<file path="src/verilog/wwd_pkg.sv">
// constants, register layout and types of the windowed watchdog
package wwd_pkg;

   // register byte offsets
   localparam logic [4:0] WWD_CMD_OFS = 5'h00;
   localparam logic [4:0] WWD_CFG_OFS = 5'h04;
   localparam logic [4:0] WWD_STS_OFS = 5'h08;
   localparam logic [4:0] WWD_MASK_OFS = 5'h0C;
   localparam logic [4:0] WWD_CNT_OFS = 5'h10;

   // command register fields
   localparam logic [7:0] WWD_KEY = 8'hA5;
   localparam int WWD_KEY_LSB = 24;
   localparam int WWD_RESTART_BIT = 0;

   // reset values
   localparam logic [31:0] WWD_CFG_RESET = 32'h3FFF2FFF;
   localparam logic [1:0] WWD_STS_RESET = 2'h0;
   localparam logic [1:0] WWD_MASK_RESET = 2'h3;

   // slow clock prescaler
   localparam int WWD_PRESCALE = 128;

   // configuration register layout, bit 31 down to bit 0
   typedef struct packed {
      logic [1:0] reserved;
      logic idle_freeze;
      logic debug_freeze;
      logic [11:0] window_limit;
      logic timer_disable;
      logic processor_only_reset;
      logic fault_reset_enable;
      logic fault_irq_enable;
      logic [11:0] reload_value;
   } wwd_cfg_type;

   // fault flag layout, also used by the mask register
   typedef struct packed {
      logic window_error_flag;
      logic underflow_flag;
   } wwd_flags_type;

   // avalon handshake state
   typedef enum logic {
      BUS_IDLE = 1'b0,
      BUS_ACK = 1'b1
   } wwd_bus_state_type;

endpackage : wwd_pkg

</file>
<file path="src/verilog/wwd_tick_gen.sv">
// slow clock synchroniser and divide-by-prescale tick generator
`timescale 1ns/10ps
module wwd_tick_gen
   import wwd_pkg::*;
#(
   parameter int DIV = WWD_PRESCALE
) (
   input wire logic mclk,
   input wire logic rst_b,
   input wire logic slow_clk,
   input wire logic run,
   input wire logic restart,
   output logic tick
);

   localparam int DW = $clog2(DIV);
   localparam logic [DW-1:0] DIV_LAST = DW'(DIV - 1);

   logic sync1;
   logic sync2;
   logic sync3;
   logic slow_lvl;
   logic slow_rise;
   logic [DW-1:0] div_cnt;

   // three-stage synchroniser; only sync2 reads sync1
   always_ff @(posedge mclk or negedge rst_b) begin
      if (!rst_b) begin
         sync1 <= 1'b0;
         sync2 <= 1'b0;
         sync3 <= 1'b0;
      end else begin
         sync1 <= slow_clk;
         sync2 <= sync1;
         sync3 <= sync2;
      end
   end

   // a level change counts once the last two stages agree
   always_ff @(posedge mclk or negedge rst_b) begin
      if (!rst_b) begin
         slow_lvl <= 1'b0;
      end else if (sync2 == sync3) begin
         slow_lvl <= sync3;
      end
   end

   assign slow_rise = (sync2 == sync3) && sync3 && !slow_lvl;

   // divider halts with the counter so a freeze does not lose phase
   always_ff @(posedge mclk or negedge rst_b) begin
      if (!rst_b) begin
         div_cnt <= '0;
         tick <= 1'b0;
      end else if (restart) begin
         div_cnt <= '0;
         tick <= 1'b0;
      end else begin
         tick <= 1'b0;
         if (slow_rise && run) begin
            if (div_cnt == DIV_LAST) begin
               div_cnt <= '0;
               tick <= 1'b1;
            end else begin
               div_cnt <= div_cnt + DW'(1);
            end
         end
      end
   end

endmodule : wwd_tick_gen

</file>
<file path="src/verilog/wwd_watchdog.sv">
// windowed watchdog core with its avalon register slave
`timescale 1ns/10ps
module wwd_watchdog
   import wwd_pkg::*;
#(
   parameter int DIV = WWD_PRESCALE
) (
   input wire logic mclk,
   input wire logic rst_b,
   input wire logic [4:0] avs_address,
   input wire logic avs_read,
   input wire logic avs_write,
   input wire logic [31:0] avs_writedata,
   input wire logic [3:0] avs_byteenable,
   output logic [31:0] avs_readdata,
   output logic avs_waitrequest,
   input wire logic slow_clk,
   input wire logic proc_debug,
   input wire logic sys_idle,
   output logic fault_irq,
   output logic fault_request,
   output logic processor_only_reset
);

   // byte-lane merge of a write into an old word
   function automatic logic [31:0] be_merge(
      input logic [31:0] old_word,
      input logic [31:0] new_word,
      input logic [3:0] be
   );
      logic [31:0] res;
      res = old_word;
      for (int b = 0; b < 4; b++) begin
         if (be[b]) begin
            res[b*8 +: 8] = new_word[b*8 +: 8];
         end
      end
      return res;
   endfunction : be_merge

   // address decode used by both the read and the write path
   function automatic logic hit(
      input logic [4:0] addr,
      input logic [4:0] ofs
   );
      return addr == ofs;
   endfunction : hit

   wwd_bus_state_type bus_state;
   wwd_bus_state_type next_bus_state;
   wwd_cfg_type cfg;
   wwd_cfg_type next_cfg;
   wwd_flags_type status;
   wwd_flags_type next_status;
   wwd_flags_type mask;
   wwd_flags_type fault_set;
   logic cfg_locked;
   logic [11:0] count;
   logic [1:0] hold_s1;
   logic [1:0] hold_s2;
   logic [1:0] hold_s3;
   logic [1:0] hold_lvl;
   logic in_debug;
   logic in_idle;
   logic wr_take;
   logic rd_take;
   logic [31:0] cmd_word;
   logic key_ok;
   logic restart_try;
   logic window_err;
   logic restart_ok;
   logic cfg_take;
   logic running;
   logic tick;
   logic underflow;
   logic status_read;
   logic fault_any;

   // debug and idle come from the processor domain: three flops each
   generate
      for (genvar i = 0; i < 2; i++) begin : g_hold_sync
         always_ff @(posedge mclk or negedge rst_b) begin
            if (!rst_b) begin
               hold_s1[i] <= 1'b0;
               hold_s2[i] <= 1'b0;
               hold_s3[i] <= 1'b0;
               hold_lvl[i] <= 1'b0;
            end else begin
               hold_s1[i] <= (i == 0) ? proc_debug : sys_idle;
               hold_s2[i] <= hold_s1[i];
               hold_s3[i] <= hold_s2[i];
               if (hold_s2[i] == hold_s3[i]) begin
                  hold_lvl[i] <= hold_s3[i];
               end
            end
         end
      end
   endgenerate

   assign in_debug = hold_lvl[0];
   assign in_idle = hold_lvl[1];

   // avalon handshake: every access waits exactly one cycle
   always_comb begin
      next_bus_state = BUS_IDLE;
      case (bus_state)
         BUS_IDLE: begin
            if (avs_read || avs_write) begin
               next_bus_state = BUS_ACK;
            end
         end
         BUS_ACK: begin
            next_bus_state = BUS_IDLE;
         end
         default: begin
            next_bus_state = BUS_IDLE;
         end
      endcase
   end

   always_ff @(posedge mclk or negedge rst_b) begin
      if (!rst_b) begin
         bus_state <= BUS_IDLE;
      end else begin
         bus_state <= next_bus_state;
      end
   end

   assign avs_waitrequest = (avs_read || avs_write) && (bus_state != BUS_ACK);

   // accesses take effect only at the edge where waitrequest is low
   assign wr_take = avs_write && (bus_state == BUS_ACK);
   assign rd_take = avs_read && (bus_state == BUS_ACK);

   // restart command decode; an unwritten key lane reads as zero
   assign cmd_word = be_merge(32'h00000000, avs_writedata, avs_byteenable);
   assign key_ok = cmd_word[WWD_KEY_LSB +: 8] == WWD_KEY;
   assign restart_try = wr_take && hit(avs_address, WWD_CMD_OFS)
      && key_ok && cmd_word[WWD_RESTART_BIT];

   // the window check ignores the disable bit on purpose
   assign window_err = restart_try && (count > cfg.window_limit);
   assign restart_ok = restart_try && !window_err;

   // configuration write is refused once locked
   assign cfg_take = wr_take && hit(avs_address, WWD_CFG_OFS)
      && !cfg_locked;
   assign next_cfg = wwd_cfg_type'(be_merge(cfg, avs_writedata,
      avs_byteenable));

   // counter runs unless disabled or frozen by debug or idle
   assign running = !cfg.timer_disable
      && !(cfg.debug_freeze && in_debug)
      && !(cfg.idle_freeze && in_idle);

   wwd_tick_gen #(
      .DIV(DIV)
   ) u_tick (
      .mclk(mclk),
      .rst_b(rst_b),
      .slow_clk(slow_clk),
      .run(running),
      .restart(restart_ok || cfg_take),
      .tick(tick)
   );

   assign underflow = tick && running && (count == 12'h000);

   // configuration register, write once per processor reset
   always_ff @(posedge mclk or negedge rst_b) begin
      if (!rst_b) begin
         cfg <= wwd_cfg_type'(WWD_CFG_RESET);
         cfg_locked <= 1'b0;
      end else if (cfg_take) begin
         cfg <= next_cfg;
         cfg_locked <= 1'b1;
      end
   end

   // down counter; a config write loads the new value at once
   always_ff @(posedge mclk or negedge rst_b) begin
      if (!rst_b) begin
         count <= WWD_CFG_RESET[11:0];
      end else if (cfg_take) begin
         count <= next_cfg.reload_value;
      end else if (restart_ok || underflow) begin
         count <= cfg.reload_value;
      end else if (tick && running) begin
         count <= count - 12'h001;
      end
   end

   // fault events; set wins over the read clear
   assign fault_set.window_error_flag = window_err;
   assign fault_set.underflow_flag = underflow;
   assign fault_any = window_err || underflow;
   assign status_read = rd_take && hit(avs_address, WWD_STS_OFS);

   always_comb begin
      next_status = status;
      if (status_read) begin
         next_status = wwd_flags_type'(WWD_STS_RESET);
      end
      next_status = next_status | fault_set;
   end

   always_ff @(posedge mclk or negedge rst_b) begin
      if (!rst_b) begin
         status <= wwd_flags_type'(WWD_STS_RESET);
      end else begin
         status <= next_status;
      end
   end

   // interrupt mask, same layout as the status flags
   always_ff @(posedge mclk or negedge rst_b) begin
      if (!rst_b) begin
         mask <= wwd_flags_type'(WWD_MASK_RESET);
      end else if (wr_take && hit(avs_address, WWD_MASK_OFS)) begin
         mask <= wwd_flags_type'(avs_writedata[1:0]);
      end
   end

   // interrupt level follows the flags so a read drops it
   always_ff @(posedge mclk or negedge rst_b) begin
      if (!rst_b) begin
         fault_irq <= 1'b0;
      end else begin
         fault_irq <= cfg.fault_irq_enable
            && (|(next_status & mask));
      end
   end

   // fault line to the reset controller; held until a status read
   always_ff @(posedge mclk or negedge rst_b) begin
      if (!rst_b) begin
         fault_request <= 1'b0;
      end else if (fault_any && cfg.fault_reset_enable) begin
         fault_request <= 1'b1;
      end else if (status_read) begin
         fault_request <= 1'b0;
      end
   end

   // reset scope travels with the request; the controller samples both
   always_ff @(posedge mclk or negedge rst_b) begin
      if (!rst_b) begin
         processor_only_reset <= WWD_CFG_RESET[14];
      end else begin
         processor_only_reset <= cfg.processor_only_reset;
      end
   end

   // read data prepared in the waiting cycle, stands when waitrequest falls
   always_ff @(posedge mclk or negedge rst_b) begin
      if (!rst_b) begin
         avs_readdata <= 32'h00000000;
      end else if (avs_read && bus_state == BUS_IDLE) begin
         if (hit(avs_address, WWD_CFG_OFS)) begin
            avs_readdata <= cfg;
         end else if (hit(avs_address, WWD_STS_OFS)) begin
            avs_readdata <= {30'h00000000, status};
         end else if (hit(avs_address, WWD_MASK_OFS)) begin
            avs_readdata <= {30'h00000000, mask};
         end else if (hit(avs_address, WWD_CNT_OFS)) begin
            avs_readdata <= {20'h00000, count};
         end else begin
            avs_readdata <= 32'h00000000; // command is write-only
         end
      end
   end

endmodule : wwd_watchdog
</file>
<file path="config.mk">
export PLATFORM = sky130hd
export DESIGN_NAME = wwd_watchdog
export DESIGN_NICKNAME = d
export VERILOG_FILES = /design/src/verilog/wwd_pkg.sv /design/src/verilog/wwd_tick_gen.sv /design/src/verilog/wwd_watchdog.sv
export SDC_FILE = /design/constraint.sdc
export NUM_CORES = 1
export LEC_CHECK = 0
export BUFFER_PORTS_ARGS = -buffer_cell sky130_fd_sc_hd__clkbuf_2
export CAP_MARGIN = 10
export CORE_AREA = 2 2 97 99
export DETAILED_ROUTE_END_ITERATION = 8
export DIE_AREA = 0 0 99 101
export GPL_TIMING_DRIVEN = 0
export PLACE_DENSITY = 0.8
export SYNTH_ARGS = -nofsm -noshare
export SYNTH_HDL_FRONTEND = slang
export SYNTH_SLANG_ARGS = --single-unit
</file>
<file path="constraint.sdc">
create_clock -name mclk -period 7.8 [get_ports mclk]
set_clock_uncertainty 0.1 [all_clocks]
set_input_delay 0.78 -clock mclk [delete_from_list [all_inputs] [get_ports mclk]]
set_output_delay 0.78 -clock mclk [all_outputs]
set_load 0.01 [all_outputs]
</file>
# Word level (Yosys, flattened, before mapping)
# Index checks and enable logic that the tools add are counted.
# op_classes
add_sub_neg,2
multipliers,0
n_div,0
order_cmp,1
n_eq_ne,9
shift,0
n_mux,22
bitwise_logic,3
reduce_logical,43
# op_table
cell,count
$mux 12,6
$mux 32,1
$logic_and 1x1->1,24
$mux 7,3
$mux 8,2
$gt 12x12->1,1
$logic_not 12->1,1
$sub 12x1->12 const B,1
$eq 5x4->1 const B,2
$eq 8x8->1 const B,1
$add 7x1->7 const B,1
$eq 7x7->1 const B,1
$mux 1,7
$logic_not 1->1,6
$reduce_and 2->1,3
$eq 5x3->1 const B,1
$eq 5x5->1 const B,1
$logic_not 5->1,1
$logic_or 1x1->1,4
$mux 4,1
$reduce_bool 2->1,2
$eq 1x1->1,3
$reduce_bool 3->1,1
$and 2x2->2,1
other kinds (5),5
# word_totals
register_bits,105
latch_bits,0
ram_bits,0
mem_bits_ro,0
inputBits,48
output_inout_bits,36
elab_cells,115
n_memories,0

# Depth between registers and ports, before layout
# depth
ltp_word,10
mapped_depth,12
ltp_nobuf,10

# Hierarchy
# From an unflattened synthesis, not the netlist that was laid out.
# hier_totals
hier_cells,472
hier_area_um2,5071.1
# modules_own_cells
mod,n_inst,cells_each,area_each_um2,seq_area_each_um2
wwd_watchdog,1,422,4516.8,2378.5
wwd_tick_gen,1,50,554.3,300.3

# Least setup slack after synthesis
# OpenSTA, ideal clock, no wires.
# synth_path
path_kind,register -> register
startpoint,register cfg[17] (netlist name)
endpoint,register count[0]
setup_ps,77
t_arrival_ps,2427
required_time_ps,7623
path_slack_ps,5196
stages_incl_launch_ff,13
path_buffers,2
synth_period_minus_slack_ps,2604
path_cell_list,dfstp_2 -> inv_1 -> ha_1 -> nor2b_1 -> o211ai_1 -> a211o_1 -> a31o_2 -> a21o_1 -> buf_2 -> a21oi_1 -> buf_2 -> nand2_1 -> a31oi_1
# synth_between
elab_chain_cells,7
word_cells_on_any_way,8
cone_classes,order compare (1); mux (2); reduce/logical (5)
# synth_lines
item,line_no,text
start: declaration,wwd_watchdog.sv:51,wwd_cfg_type cfg;
start signal: assignment,wwd_watchdog.sv:172,cfg <= wwd_cfg_type'(WWD_CFG_RESET);
start signal: assignment,wwd_watchdog.sv:175,cfg <= next_cfg;
$gt 12x12->1 (*),wwd_watchdog.sv:142,assign window_err = restart_try && (count > cfg.window_limit);
$logic_and 1x1->1 (*),wwd_watchdog.sv:142,
$logic_not 1->1 (*),wwd_watchdog.sv:143,assign restart_ok = restart_try && !window_err;
$logic_and 1x1->1 (*),wwd_watchdog.sv:143,
$logic_or 1x1->1 (*),wwd_watchdog.sv:186,end else if (restart_ok || underflow) begin
$mux 12,wwd_watchdog.sv:186,
$mux 12,wwd_watchdog.sv:184,end else if (cfg_take) begin
end signal: assignment,wwd_watchdog.sv:183,count <= WWD_CFG_RESET[11:0];
end signal: assignment,wwd_watchdog.sv:185,count <= next_cfg.reload_value;
end signal: assignment,wwd_watchdog.sv:187,count <= cfg.reload_value;
end: declaration,wwd_watchdog.sv:58,logic [11:0] count;
# Every way passes the cells marked *; elsewhere a longest branch is shown, timed or not.
# A chain may end at the register's enable or synchronous reset.

# Worst setup path in the final report
# Same ends and word-level chain as after synthesis.

==> out/metrics.yaml <==
drt:
  drtAntennaViolNets: 0
  drt_iter0_drc: 288
  viasPerCell: 5.82
  vias: 4073
  firstDrtPassIters: 4
  wirelength_mm: 11.8
  drc: 0
  avgRoutedWirePerCell_um: 16.9
synth:
  synth.area.top_cells: "dfrtp_1, dfstp_2, nand2_1"
  synth-edff-count: 0
  synth_cell_types: 56
  ys_ff_latch: 105
  syn_nets: 554
  synth_top_area_cell: "dfrtp_1"
  async_reset_ff_share_pct: 100
  synth_warnings: 0
  synth_cells: 491
  synth_flop_cell: "dfrtp_1"
  synth_top_cell_area_share_pct: 31.9
  synth_area_um2: 5020
  yosysSeqAreaShare_pct: 53.4
  avgSynthCellArea_um2: 10.2
worst_setup_path:
  worstPathMaxFanout: 10
  cp_common_cell: "buf_2"
  crit_arrival_ns: 3.35
  critPathLaunchType: "flip-flop"
  critical_path.top_delay_family: "compound AO/OA/AOI/OAI gates"
  slowest_stage: "dfstp_2"
  path_cells: "inv_1, ha_1, nor2b_1, o211ai_1, a211o_1, a31o_2, a21o_1, buf_2, a21oi_1, buf_2, nand2_1, a31oi_1"
  crit_path_max_incr_delay_ns: 0.55
  endpoint_kind: "flip-flop"
  path_class: "flip-flop to flip-flop"
  cp_num_buf_inv: 3
  crit_required_ns: 8.01
clock_network:
  post_cts_buffers: 0
  htreeDepth: 3
  cts_sinks: 105
  cts_root_buf: "clkbuf_8"
  cts_buffer_depth: 2
  cts_hold_buf: 0
  cts_tree: "built"
  cts_buffers: 9
  worst_skew_pair.late_latency_ns: 0.40
  clk_pin_slew_ns: 0.12
  cts_resized: 0
timing:
  rsz0062_at_grt: "false"
  hold_viol: 0
  whs_ns: 0.269
  drv_slew: 0
  fin_setup_tns_ns: 0
  tightest_slew_ns: 0.599
  min_period_ns: 3.14
  fmax_mhz: 318
  post-route-period-util_pct: 40.3
  setup_violations: 0
  relSlewSlack_pct: 60.0
global_routing:
  grt-ovfl-total: 0
  track_usage_pct: 24.9
  antenna_found_initial: 0
  grt_pass1_vias: 3999
  grt_max_degree: 69
  grt_pass1_wl_mm: 19.5
pwr:
  power_density_nw_per_um2: 223
  power_mw: 1.29
  leakage_nw: 2.61
  ir_drop_v: 0.000110
final_layout:
  antenna_cells: 0
  layout_commonest_cell: "nand2_1"
  area_growth_pct: 15.7
  final_nets: 647
  most-common-layout-cells: "nand2_1, clkbuf_2, dfrtp_1"
  final_layout_size_suffix_gt1_share_pct: 30.9
  fin_util_pct: 64.7
floorplanning:
  ios: 84
  die_h_um: 101
  rows: 35
  core_um2: 8980
  start_util_pct: 55.9
  die_width_um: 99
  dieArea_um2: 10000
placed_design:
  hpwl_mm: 8.72
  io_buffers: 81
  gp_congestion: 0.914
flow_run:
  max_cap_violations: 0
hold_path:
  hp-class: "flip-flop to flip-flop"
outcome:
  outcome: "complete, no violations"
==> state kept, by name, summed over array words and instances, names as in the netlist, 2 cells and up <==
signal          count
u_tick.div_cnt      7
cfg                32
hold_s2             2
hold_s3             2
avs_readdata       32
count              12
status              2
hold_s1             2
mask                2
==> worst reg2reg max path: stages (launching register included) <==
cell	delay [ns]
dfstp_2	0.55
inv_1	0.06
ha_1	0.29
nor2b_1	0.14
o211ai_1	0.09
a211o_1	0.26
a31o_2	0.29
a21o_1	0.16
buf_2	0.17
a21oi_1	0.36
buf_2	0.33
nand2_1	0.08
a31oi_1	0.19
==> per-layer routing <==
layer / up-vias / track usage (%) / wire, um
met4: 0 / 8.64 / 272
met5: - / 0 / 0
met2: 134 / 40.7 / 5690
met3: 24 / 5.83 / 685
li1: 1916 / - / -
met1: 1999 / 33.0 / 5170
==> cell families (layout without fill, tap and decap cells) <==
family                   count (synthesis)  count (layout)  share of synthesized area (%)
buffers and inverters                   41             139                           3.47
AO/OA/AOI/OAI                          103             103                           13.8
flip-flops                             105             105                           53.4
multiplexers                            28              28                           6.31
AND/OR/NAND/NOR                        189             189                           17.5
adder cells (fa/ha/maj)                 17              17                           4.14
XOR/XNOR                                 8               8                           1.40
==> power by group <==
group          switching, mW  internal [mW]
combinational          0.129          0.106
clock                  0.224          0.132
sequential            0.0697          0.630
==> synthesized netlist by cell type, types with 2 or more instances <==
master and number:
nand2b_1 3, nor2b_1 5, dfrtp_1 64, xor2_1 6, nand2_1 91, inv_1 19
nor4b_1 2, a21oi_1 17, nor3_2 2, buf_4 2, and3_1 5, a31oi_1 7
maj3_1 2, or3_1 2, o21ai_0 32, nand4_1 8, nor3_1 15, a221oi_1 11
nand3_1 8, nor3b_1 2, xnor2_1 2, a21o_1 2, clkbuf_1 15, o31ai_1 11
a22o_1 2, and2_1 3, buf_2 4, dfstp_2 41, ha_1 15, mux2_2 25
o221ai_1 5, mux2i_1 2, nor2_1 35, a211oi_1 4
==> final timing paths <==
kind,start,endpoint,slack (ns),cells after the start
max,cfg[17],count[0],4.66,12
min,u_tick.sync1,u_tick.sync2,0.27,0
max reg2reg,cfg[17],count[0],4.66,12
min reg2reg,u_tick.sync1,u_tick.sync2,0.27,0
max in group asynchronous,rst_b,cfg[2],6.55,2
min in group asynchronous,rst_b,avs_readdata[19],0.28,1
==> metrics by stage <==
step / area, um^2 / setup WS [ns] / instances
after floorplan: 5020 / 5.20 / 491
after global placement: 5560 / 4.55 / 683
after global routing: 5810 / 4.45 / 700
final: 5810 / 4.66 / 700
after detailed placement: 5590 / 4.58 / 684
after CTS: 5810 / 4.67 / 700
==> area by class of cell <==
cell class / count / area (um^2)
plain buffers: 22 / 103
flip-flops and latches: 105 / 2680
clock buffers: 9 / 124
multi-input cells: 345 / 2160
fillers: 721 / 3170
clock inverters: 7 / 91.3
inverters: 19 / 71.3
well taps: 111 / 139
repair buffers: 82 / 435
No activity file was read; power rests on OpenSTA's default activity.
